===== src/common/bxl_pkg.sv =====
// package of the exclusive-access lock block: register map, field positions,
// reset values, pin synchroniser layout and controller states.
// assumes a single 100 MHz clock and the plain register port of the top module.
package bxl_pkg;

	// ==========================================================
	// register offsets (byte addresses on the 8-bit register port)
	localparam logic [7:0] BXL_OFF_CTRL = 8'h00;
	localparam logic [7:0] BXL_OFF_STATUS = 8'h04;
	localparam logic [7:0] BXL_OFF_LOCKST = 8'h08;

	// ==========================================================
	// control register fields
	localparam int BXL_CTRL_SERR_EN = 0;
	localparam int BXL_CTRL_MABORT_MODE = 1;
	localparam int BXL_CTRL_MTO_SERR_EN = 2;
	localparam logic [2:0] BXL_CTRL_RESET = 3'h0;

	// ==========================================================
	// status register fields, write one to clear
	localparam int BXL_STS_SIG_SERR = 0;
	localparam int BXL_STS_RCV_TA = 1;
	localparam int BXL_STS_RCV_MA = 2;
	localparam int BXL_STS_MTO = 3;
	localparam int BXL_STS_W = 4;
	localparam logic [3:0] BXL_STS_RESET = 4'h0;

	// ==========================================================
	// lock state register fields, read only
	localparam int BXL_LST_STATE = 0;
	localparam int BXL_LST_OWN = 4;
	localparam int BXL_LST_RETRY = 5;
	localparam int BXL_LST_FWD_LK = 6;

	// ==========================================================
	// synchronised pin vector layout
	localparam int BXL_SYN_PLOCK = 0;
	localparam int BXL_SYN_PFRAME = 1;
	localparam int BXL_SYN_SLOCK = 2;
	localparam int BXL_SYN_SFRAME = 3;
	localparam int BXL_SYN_SIRDY = 4;
	localparam int BXL_SYN_W = 5;
	localparam logic [4:0] BXL_SYN_RESET = 5'h1f;

	// ==========================================================
	// controller states
	typedef enum logic [3:0] {
		BXL_IDLE,
		BXL_QUEUED,
		BXL_WAIT_SLOCK,
		BXL_ADDR,
		BXL_LOCKING,
		BXL_SEC_HELD,
		BXL_BOTH,
		BXL_PW_END,
		BXL_INIT_ABORT,
		BXL_RELEASE
	} bxl_state_type;

endpackage


===== src/design/bxl_req_latch.sv =====
// holds the captured locked read request and compares repeats against it.
// assumes the capture strobe comes from logic on the same clock.
`timescale 1ns/1ps
module bxl_req_latch (
	input wire logic clk,
	input wire logic rstn,
	input wire logic cap,
	input wire logic [31:0] addr,
	input wire logic [3:0] cmd,
	input wire logic [3:0] be,
	input wire logic par,
	output logic match,
	output logic par_held
);

	typedef struct packed {
		logic [31:0] addr;
		logic [3:0] cmd;
		logic [3:0] be;
		logic par;
	} bxl_latch_type;

	bxl_latch_type r, n;

	always_comb begin
		n = r;
		if (cap) begin
			n.addr = addr;
			n.cmd = cmd;
			n.be = be;
			n.par = par;
		end
	end

	always_ff @(posedge clk or negedge rstn) begin
		if (!rstn) begin
			r <= '0;
		end else begin
			r <= n;
		end
	end

	// parity is kept but not compared: a repeat is recognised by address,
	// command and byte enables only
	assign match = (addr == r.addr) && (cmd == r.cmd) && (be == r.be);
	assign par_held = r.par;

endmodule


===== src/design/bxl_lock_ctrl.sv =====
// lock handling of the bridge: follows the primary lock pin, owns and drives the
// secondary lock pin, stalls the queues while a locked sequence is in force.
// assumes the bridge core reports bus events as one-cycle pulses on clk and
// that pin levels arrive raw and are synchronised here.
//
// Overview of operation
// [RULE_01] primary and secondary locks stay independent otherwise
// [RULE_02] initiator checks idle bus, lock free
// [RULE_03] lock deasserted in address, asserted next
// [RULE_04] upstream transfers always forwarded unlocked
// [RULE_05] first locked read captured, then retried
// [RULE_06] locked sequence starts with read
// [RULE_07] no prefetch inside locked sequence
// [RULE_08] locked read queued: retry all others
// [RULE_09] earlier queue entries finish before locked read
// [RULE_10] secondary lock: high in address, low after
// [RULE_11] wait for free secondary lock, idle bus
// [RULE_12] secondary then primary lock established
// [RULE_13] initiator repeats with locking sequence
// [RULE_14] master timeout drops read, frees lock
// [RULE_15] later locked transactions forwarded locked
// [RULE_16] abort on first read: report, no lock
// [RULE_17] secondary lock held until primary release
// [RULE_18] retry releases only on first transaction
// [RULE_19] delayed final: release after primary idle
// [RULE_20] posted final: release after secondary write
// [RULE_21] later delayed abort answered with target abort
// [RULE_22] locked posted write abort raises system error
// [RULE_23] system error sets signaled status bit
// [RULE_24] timeout error gated by its own enable
// [RULE_25] reset clears lock, frees secondary pin
//
// Design decisions made here: the register addresses and strobed register access.
`timescale 1ns/1ps
module bxl_lock_ctrl (
	input wire logic clk,
	input wire logic rstn,
	// register port
	input wire logic [7:0] reg_addr,
	input wire logic [31:0] reg_wdata,
	input wire logic reg_wr,
	input wire logic reg_rd,
	output logic [31:0] reg_rdata,
	// pins
	input wire logic p_lock_l,
	input wire logic p_frame_l,
	input wire logic s_lock_l_in,
	input wire logic s_frame_l,
	input wire logic s_irdy_l,
	output logic s_lock_l_out,
	output logic s_lock_l_oe,
	output logic p_serr_l_out,
	output logic p_serr_l_oe,
	// downstream request from the primary target side
	input wire logic dn_req,
	input wire logic dn_lock,
	input wire logic dn_read,
	input wire logic [31:0] dn_addr,
	input wire logic [3:0] dn_cmd,
	input wire logic [3:0] dn_be,
	input wire logic dn_par,
	// queue and secondary master events
	input wire logic q_ahead_empty,
	input wire logic s_addr_phase,
	input wire logic s_xfer_done,
	input wire logic s_retry,
	input wire logic s_ta,
	input wire logic s_ma,
	input wire logic dly_ta,
	input wire logic dly_ma,
	input wire logic mto,
	input wire logic pw_pend,
	input wire logic pw_done,
	input wire logic pw_ta,
	input wire logic pw_ma,
	// answers to the bridge core
	output logic rsp_retry,
	output logic rsp_data,
	output logic rsp_ta,
	output logic rsp_ma,
	output logic drop_req,
	output logic sec_req,
	output logic fwd_locked,
	output logic no_prefetch,
	output logic q_hold
);
	import bxl_pkg::*;

	typedef struct packed {
		logic [BXL_SYN_W-1:0] s1;
		logic [BXL_SYN_W-1:0] s2;
		bxl_state_type st;
		logic [2:0] ctrl;
		logic [BXL_STS_W-1:0] sts;
		logic [31:0] rdata;
		logic slk_out;
		logic slk_oe;
		logic serr_oe;
		logic retry;
		logic data;
		logic ta;
		logic ma;
		logic drop;
		logic sreq;
		logic fwd;
		logic nopf;
		logic hold;
		logic init_ta;
		logic ab_pend;
	} bxl_core_type;

	bxl_core_type r, n;
	logic cap;
	logic match;
	logic par_held;
	logic req_lk;
	logic plock_free;
	logic sbus_free;
	logic serr_ev;
	logic [BXL_STS_W-1:0] sts_set;
	logic [BXL_STS_W-1:0] sts_clr;

	bxl_req_latch u_latch (
		.clk(clk),
		.rstn(rstn),
		.cap(cap),
		.addr(dn_addr),
		.cmd(dn_cmd),
		.be(dn_be),
		.par(dn_par),
		.match(match),
		.par_held()
	);

	// ==========================================================
	// pin conditions, read only from the second synchroniser stage
	always_comb begin
		req_lk = dn_req && dn_lock;
		plock_free = r.s2[BXL_SYN_PLOCK] && r.s2[BXL_SYN_PFRAME];
		sbus_free = r.s2[BXL_SYN_SLOCK] && r.s2[BXL_SYN_SFRAME] && r.s2[BXL_SYN_SIRDY];
	end

	// ==========================================================
	// controller
	always_comb begin
		n = r;
		cap = 1'b0;
		serr_ev = 1'b0;
		sts_set = '0;
		n.s1 = {s_irdy_l, s_frame_l, s_lock_l_in, p_frame_l, p_lock_l};
		n.s2 = r.s1;
		n.retry = 1'b0;
		n.data = 1'b0;
		n.ta = 1'b0;
		n.ma = 1'b0;
		n.drop = 1'b0;
		n.serr_oe = 1'b0;
		n.rdata = '0;
		unique case (r.st)
			BXL_IDLE: begin
				// secondary pin left alone: other masters may lock it freely
				n.slk_oe = 1'b0; // [RULE_01]
				n.slk_out = 1'b1; // [RULE_25]
				// a locked write as opener is passed on as plain traffic
				if (req_lk && dn_read) begin // [RULE_06]
					cap = 1'b1; // [RULE_05]
					n.retry = 1'b1; // [RULE_05]
					n.st = BXL_QUEUED;
				end
			end
			BXL_QUEUED: begin
				if (dn_req) begin
					n.retry = 1'b1; // [RULE_08]
				end
				if (q_ahead_empty) begin // [RULE_09]
					n.st = BXL_WAIT_SLOCK;
				end
			end
			BXL_WAIT_SLOCK: begin
				if (dn_req) begin
					n.retry = 1'b1; // [RULE_08]
				end
				// the sampled secondary lock only gates this downstream wait;
				// upstream traffic never looks at it
				if (sbus_free) begin // [RULE_11] [RULE_04]
					n.sreq = 1'b1;
					n.slk_oe = 1'b1;
					n.slk_out = 1'b1; // [RULE_10]
					n.st = BXL_ADDR;
				end
			end
			BXL_ADDR: begin
				if (dn_req) begin
					n.retry = 1'b1; // [RULE_08]
				end
				if (s_addr_phase) begin
					n.sreq = 1'b0;
					n.slk_out = 1'b0; // [RULE_10] [RULE_03]
					n.st = BXL_LOCKING;
				end
			end
			BXL_LOCKING: begin
				if (dn_req) begin
					n.retry = 1'b1; // [RULE_08]
				end
				if (s_xfer_done) begin
					n.st = BXL_SEC_HELD; // [RULE_12]
				end else if (s_ta || s_ma) begin
					n.init_ta = s_ta; // [RULE_16]
					n.slk_out = 1'b1;
					n.st = BXL_INIT_ABORT;
				end else if (s_retry) begin
					// first transaction retried: give the lock back and retry
					n.slk_out = 1'b1; // [RULE_18]
					n.slk_oe = 1'b0;
					n.st = BXL_WAIT_SLOCK;
				end
			end
			BXL_SEC_HELD: begin
				if (mto) begin
					n.drop = 1'b1; // [RULE_14]
					n.slk_out = 1'b1; // [RULE_14]
					sts_set[BXL_STS_MTO] = 1'b1;
					serr_ev = r.ctrl[BXL_CTRL_SERR_EN] && r.ctrl[BXL_CTRL_MTO_SERR_EN]; // [RULE_24]
					n.st = BXL_RELEASE;
				end else if (req_lk && dn_read && match) begin // [RULE_13]
					n.data = 1'b1; // [RULE_12]
					n.st = BXL_BOTH;
				end else if (dn_req) begin
					n.retry = 1'b1; // [RULE_08]
				end
			end
			BXL_BOTH: begin
				n.fwd = 1'b1; // [RULE_15]
				if (dly_ta || dly_ma) begin
					n.ab_pend = 1'b1; // [RULE_21]
					sts_set[BXL_STS_RCV_TA] = dly_ta;
					sts_set[BXL_STS_RCV_MA] = dly_ma;
				end
				if (pw_ta || pw_ma) begin
					sts_set[BXL_STS_RCV_TA] = sts_set[BXL_STS_RCV_TA] | pw_ta;
					sts_set[BXL_STS_RCV_MA] = sts_set[BXL_STS_RCV_MA] | pw_ma;
					serr_ev = r.ctrl[BXL_CTRL_SERR_EN] &&
						(pw_ta || r.ctrl[BXL_CTRL_MABORT_MODE]); // [RULE_22]
				end
				if (req_lk && r.ab_pend) begin
					n.ta = 1'b1; // [RULE_21]
					n.ab_pend = 1'b0;
				end else if (dn_req && !dn_lock) begin
					n.retry = 1'b1; // [RULE_08]
				end
				// secondary retries later in the sequence leave the pin as is
				if (plock_free) begin // [RULE_17] [RULE_18]
					n.fwd = 1'b0;
					if (pw_pend) begin
						n.st = BXL_PW_END;
					end else begin
						n.slk_out = 1'b1; // [RULE_19]
						n.st = BXL_RELEASE;
					end
				end
			end
			BXL_PW_END: begin
				if (dn_req) begin
					n.retry = 1'b1; // [RULE_19]
				end
				if (pw_ta || pw_ma) begin
					sts_set[BXL_STS_RCV_TA] = pw_ta;
					sts_set[BXL_STS_RCV_MA] = pw_ma;
					serr_ev = r.ctrl[BXL_CTRL_SERR_EN] &&
						(pw_ta || r.ctrl[BXL_CTRL_MABORT_MODE]); // [RULE_22]
				end
				if (pw_done) begin
					n.slk_out = 1'b1; // [RULE_20]
					n.st = BXL_RELEASE;
				end
			end
			BXL_INIT_ABORT: begin
				// pin is driven high for the first cycle of this state, then floated while waiting
				n.slk_oe = 1'b0;
				if (req_lk && match) begin
					n.ta = r.init_ta; // [RULE_16]
					n.ma = !r.init_ta;
					sts_set[BXL_STS_RCV_TA] = r.init_ta;
					sts_set[BXL_STS_RCV_MA] = !r.init_ta;
					n.st = BXL_IDLE;
				end else if (dn_req) begin
					n.retry = 1'b1;
				end
			end
			BXL_RELEASE: begin
				// one cycle driven high before floating, then unlocked traffic
				if (dn_req) begin
					n.retry = 1'b1; // [RULE_19]
				end
				n.slk_oe = 1'b0;
				n.ab_pend = 1'b0;
				n.st = BXL_IDLE;
			end
		endcase
		n.nopf = (n.st != BXL_IDLE); // [RULE_07]
		n.hold = (n.st != BXL_IDLE) && (n.st != BXL_INIT_ABORT); // [RULE_08]
		// ======================================================
		// system error pulse and its status bit
		if (serr_ev) begin
			n.serr_oe = 1'b1;
			sts_set[BXL_STS_SIG_SERR] = 1'b1; // [RULE_23]
		end
		// ======================================================
		// register port; set wins over a write-one clear in the same cycle
		sts_clr = '0;
		if (reg_wr && reg_addr == BXL_OFF_CTRL) begin
			n.ctrl = reg_wdata[2:0];
		end
		if (reg_wr && reg_addr == BXL_OFF_STATUS) begin
			sts_clr = reg_wdata[BXL_STS_W-1:0];
		end
		n.sts = (r.sts & ~sts_clr) | sts_set;
		if (reg_rd) begin
			unique case (reg_addr)
				BXL_OFF_CTRL: n.rdata = {29'h0, r.ctrl};
				BXL_OFF_STATUS: n.rdata = {28'h0, r.sts};
				BXL_OFF_LOCKST: n.rdata = {25'h0, r.fwd, r.hold, r.slk_oe, r.st};
				default: n.rdata = '0;
			endcase
		end
	end

	always_ff @(posedge clk or negedge rstn) begin
		if (!rstn) begin
			r <= '0;
			r.s1 <= BXL_SYN_RESET;
			r.s2 <= BXL_SYN_RESET;
			r.st <= BXL_IDLE; // [RULE_25]
			r.ctrl <= BXL_CTRL_RESET;
			r.sts <= BXL_STS_RESET;
			r.slk_out <= 1'b1;
		end else begin
			r <= n;
		end
	end

	// ==========================================================
	// outputs straight from the state register, except p_serr_l_out which is tied low
	assign reg_rdata = r.rdata;
	assign s_lock_l_out = r.slk_out;
	assign s_lock_l_oe = r.slk_oe;
	assign p_serr_l_out = 1'b0;
	assign p_serr_l_oe = r.serr_oe;
	assign rsp_retry = r.retry;
	assign rsp_data = r.data;
	assign rsp_ta = r.ta;
	assign rsp_ma = r.ma;
	assign drop_req = r.drop;
	assign sec_req = r.sreq;
	assign fwd_locked = r.fwd;
	assign no_prefetch = r.nopf;
	assign q_hold = r.hold;

endmodule


===== config.mk =====
export PLATFORM = sky130hd
export DESIGN_NAME = bxl_lock_ctrl
export DESIGN_NICKNAME = d
export VERILOG_FILES = /design/src/common/bxl_pkg.sv /design/src/design/bxl_req_latch.sv /design/src/design/bxl_lock_ctrl.sv
export SDC_FILE = /design/constraint.sdc
export NUM_CORES = 1
export LEC_CHECK = 0
export BUFFER_PORTS_ARGS = -buffer_cell sky130_fd_sc_hd__buf_2
export CORE_MARGIN = 2
export CORE_UTILIZATION = 25
export DETAILED_ROUTE_END_ITERATION = 8
export PLACE_DENSITY = 0.51
export SLEW_MARGIN = 20
export SYNTH_ARGS = -nofsm -noshare
export SYNTH_HDL_FRONTEND = slang
export SYNTH_SLANG_ARGS = --single-unit

===== constraint.sdc =====
create_clock -name clk -period 2.1 [get_ports clk]
set_clock_uncertainty 0.15 [all_clocks]
set_input_delay 0.42 -clock clk [delete_from_list [all_inputs] [get_ports clk]]
set_output_delay 0.42 -clock clk [all_outputs]
set_load 0.05 [all_outputs]

[Word level (Yosys, flattened, before mapping)]
Cells that the tools add are included.
Storage, ports and cells
  flip-flop bits (word level): 107
  latch bits: 0
  memory bits (writable): 0
  ROM bits: 0
  input bits: 106
  word-level logic and storage cells: 154
  memories: 0
Operators by class
  add/sub/neg operators: 0
  multipliers: 0
  div/mod/pow operators: 0
  order comparisons: 0
  equal/unequal tests: 26
  shift operators: 0
  mux-type cells: 62
  bitwise gates (word level): 6
  reductions and logical operators: 37
Operators with widths (number)
  4-bit two-way mux: 14
  4-bit one-hot mux with 10 select lines: 1
  32-bit == test: 1
  1-bit two-way mux: 27
  7-bit one-hot mux with 3 select lines: 1
  2-bit two-way mux: 10
  2-bit != test, second input constant: 9
  4-bit by 3-bit == test with 1-bit output, second input constant: 4
  1-bit logical AND: 16
  9-bit AND reduction: 1
  4-bit by 2-bit == test with 1-bit output, second input constant: 2
  4-bit == test: 2
  4-bit == test, second input constant: 2
  8-bit by 3-bit == test with 1-bit output, second input constant: 1
  8-bit by 4-bit == test with 1-bit output, second input constant: 1
  8-bit logical NOT: 1
  1-bit one-hot mux with 2 select lines: 4
  7-bit two-way mux: 1
  1-bit one-hot mux with 7 select lines: 1
  7-bit nonzero test: 1
  3-bit != test, second input constant: 2
  2-bit one-hot mux with 3 select lines: 1
  3-bit AND reduction: 2
  6-bit OR reduction: 1
  19 further kinds: 25

[Longest topological paths before layout]
  depth in word-level cells: 9
  depth in mapped cells: 8
  depth with buffers taken out: 6

[Modules after synthesis]
Synthesis repeated with hierarchy kept, for this count alone.
Second synthesis, totals
  cell total of the unflattened synthesis: 364
  area, all modules: 4190.3 um2
By module, submodules not included
  bxl_lock_ctrl: instances 1, cells an instance 224, area an instance 2240.9 um2, sequential area each 1064.8 um2
  bxl_req_latch: instances 1, cells an instance 140, area an instance 1949.4 um2, sequential area each 1026.0 um2

[Worst setup path before layout]
Ideal clock, no wire load.
  path kind: input to register
  from: input dn_addr[6]
  to: register r[56] in the netlist's numbering
  arrival time: 1.510 ns
  data required time: 1.832 ns
  slack: 0.322 ns
  stages on the path: 6
  buffers on the path: 0
  cells stage by stage: xnor2_1 nand4_1 nor4_2 nor3b_4 nand2_1 a21o_1
RTL lines
  start, declared: line bxl_lock_ctrl.sv:58  | input wire logic [31:0] dn_addr,
  end signal, assigned: line bxl_lock_ctrl.sv:339  | r <= n;
  end, declared: line bxl_lock_ctrl.sv:112  | bxl_core_type r, n;

==> flow_summary.yaml <==
timing:
  hold_viol_final: 0
  finalCritPeriodShare: 0.9533
  rsz0062_at_grt: "true"
  finalSetupViolations: 0
  maxSlewViolCount: 0
  worstMarginPinSlew_ps: 500.4
  setup_ws_ps: 98.10
  min_period_ps: 2002
  slew_headroom: 0.6664
  fmax_mhz: 499.5
setup_path:
  path_class: "reg -> reg"
  reg2reg_slack_ps: 100
  path_cells: "xor2_1 -> nor4_1 -> nand4_1 -> buf_4 -> nor3b_4 -> a21bo_1 -> nand4b_1"
  critPathMaxStageDelay_ps: 390
  reg2reg_to: "no_prefetch"
  cp.arrival_ps: 2060
  critPathMaxFanout: 4
  endpoint_kind: "register"
  crit_slowest_cell: "dfrtp_1"
  r2r_cells: 7
  crit_required_ps: 2160
  r2r_start: "u_latch.r[37]"
  cp-start-kind: "register"
finish:
  fin_cells: 727
  syn_to_final_growth_pct: 28.15
  utilization: 0.3292
  drive_gt1_frac: 0.4229
  nets: 607
  stdcell_area_um2: 5479
  fill_cells: 1716
synth:
  synth_largest_area_cell: "dfrtp_1"
  yosysWarnings: 0
  ys_ff_latch: 82
  synth_cell_type_count: 56
  syn_avg_cell_area_um2: 11.19
  yosys-top-cells-area: "dfrtp_1 (42%), mux2_2 (11%), dfstp_2 (6.8%)"
  synth-edff-count: 0
  synth_top_area_frac: 0.4156
  synth_flop_cell: "dfrtp_1"
  synth-seq-area-share: 0.4832
  synth_area_um2: 4275
  async_flop_share: 1.000
  synth_cells: 382
routing:
  drc: 0
  avgViaCountPerCell: 4.393
  via_count: 3194
  wire_per_inst_um: 13.87
  dr.pass1.iters: 4
  dr.first_iter.drc_count: 173
  ant_nets: 0
  wl_mm: 10.08
hold_path:
  holdPathEnd: "n[58]"
  hold_path_depth: 1
  hold_start: "p_frame_l"
  hp-class: "in -> reg"
die:
  start_util: 0.2569
  die_area_um2: 18160
  rows: 47
  pin_count: 151
  die_h_um: 134.8
  core-area_um2: 16640
  die_width_um: 134.8
global_route:
  track_usage: 0.1164
  grt_max_degree: 41
  gr-max-usage-layer: "met2"
  grt-ovfl-total: 0
  antenna_found_initial: 1
  grt_pass1_vias: 3198
  grt_use_met3: 0.05931
  grt_pass1_wl_mm: 16.16
  grt_use_met1: 0.1405
  grtUsageMet2: 0.1850
flow_run:
  drv_cap: 0
clock_tree:
  clock_latency_ps: 350
  numCtsBuffers: 9
  cts_tree: "yes"
  cts.clk_slew.worst_paths_ps: 70
  root_buffer: "clkbuf_16"
  h-tree-depth: 3
  cts_sinks: 82
  clock_path_buffers: 2
placement:
  port-buffer-count: 95
  placed_area_um2: 5042
  place_ws_ps: -108.5
  dp.cells: 705
  gp_congestion: 0.8126
  dp_hpwl_mm: 7.766
pwr:
  power_per_cell_area_nw_per_um2: 1245
  ir_worst_vdd_uv: 670.0
  power_leakage_uw: 0.002557
outcome:
  outcome: "complete, no violations"
[cell usage in the layout, fill, tap and decap left out, drive strengths merged, types with 3 or more instances in the layout]
| cell type | netlist | final |
|---|---|---|
| buf | 45 | 126 |
| dfrtp | 71 | 71 |
| mux2 | 43 | 43 |
| conb | 1 | 26 |
| xor2 | 24 | 24 |
| nand2 | 20 | 20 |
| a21oi | 18 | 18 |
| xnor2 | 16 | 16 |
| nor2 | 15 | 15 |
| dfstp | 11 | 11 |
| o21ai | 10 | 10 |
| nand3 | 10 | 10 |
| clkbuf | 2 | 9 |
| nand4 | 8 | 8 |
| nor4 | 8 | 8 |
| inv | 6 | 7 |
| nor3 | 7 | 7 |
| nand2b | 5 | 5 |
| and3 | 5 | 5 |
| and2 | 5 | 5 |
| a21o | 4 | 4 |
| mux2i | 4 | 4 |
| dlygate4sd3 | 0 | 4 |
| clkinv | 0 | 4 |
| nor2b | 3 | 3 |
| o31ai | 3 | 3 |
| nand4b | 3 | 3 |
| a31oi | 3 | 3 |
| nor3b | 3 | 3 |
[synth_stat cells (8+ instances only)]
cell	count
dfstp_2	11
a21oi_1	18
nand4_1	8
xnor2_1	16
o21ai_0	9
mux2_2	41
nand3_1	10
buf_4	36
xor2_1	24
nand2_1	20
dfrtp_1	71
nor2_1	14
[worst max-delay path by stage]
stage | startpoint | to | slack [ps] | depth (start not counted)
final | u_latch.r[37] | no_prefetch | 100 | 7
after floorplan | dn_addr[6] | r[56] | 320 | 6
after detailed placement | dn_be[1] | no_prefetch | -110 | 8
after global placement | dn_be[1] | no_prefetch | -90 | 8
after CTS | u_latch.r[37] | no_prefetch | 40 | 7
after global routing | u_latch.r[2] | no_prefetch | -20 | 7
[metrics by stage]
| stage | TNS (ps) | total power [uW] | hold slack, ps |
|---|---|---|---|
| after floorplan | 0 | 4309 | -25.59 |
| after global placement | -296.5 | 4983 | 199.0 |
| after detailed placement | -392.8 | 5042 | 196.9 |
| after CTS | 0 | 6836 | 7.033 |
| after global routing | -17.64 | 7307 | 8.464 |
| final | 0 | 6819 | 34.02 |
[flip-flops by register name (all words and copies together) (netlist names), 5 cells and up]
signal     flops
n              5
r             18
reg_rdata      7
u_latch.r     40
[layer usage]
layer / share of wire / routed length, um
met1: 0.43 / 4306
met2: 0.46 / 4646
met3: 0.10 / 1029
met4: 0.0097 / 98
met5: 0 / 0
[kinds of logic after synthesis]
family,synth area share
mux,0.1226
flops,0.4832
simple gates,0.1358
compound gates,0.09189
buf+inv,0.08370
other cells,0.0008771
xor+xnor,0.08194
[power breakdown]
part / internal [uW] / switching (uW) / total (uW)
registers: 2140 / 407 / 2550
clock network: 1050 / 672 / 1730
logic: 1200 / 1340 / 2550
total: 4400 / 2420 / 6820
[worst max-delay path: cells and delay by family (launching register included)]
family / cells / cell delay [ps]
AND/OR/NAND/NOR: 4 / 820
flip-flops: 1 / 390
buffers and inverters: 1 / 180
XOR/XNOR: 1 / 170
AO/OA/AOI/OAI: 1 / 150
[cell type report]
cell class	count	area, um^2	share of cell area
Timing Repair Buffer	130	775.7	0.1416
Clock buffer	9	225.2	0.04111
Multi-Input combinational cell	272	2007	0.3663
Sequential cell	82	2068	0.3775
Antenna cell	1	2.502	0.0004567
Inverter	6	22.52	0.004111
Clock inverter	7	102.6	0.01873
Tap cell	220	275.3	0.05024
[timing repair]
item | in CTS | in global routing
hold buffers | 1 | 3
setup endpoints to repair | 1 | 6
pin swaps | 0 | 3
setup buffers | 0 | 1
hold endpoints to repair | 26 | 3
gates resized for setup | 1 | 10
Power figures use the tool's default switching activity.
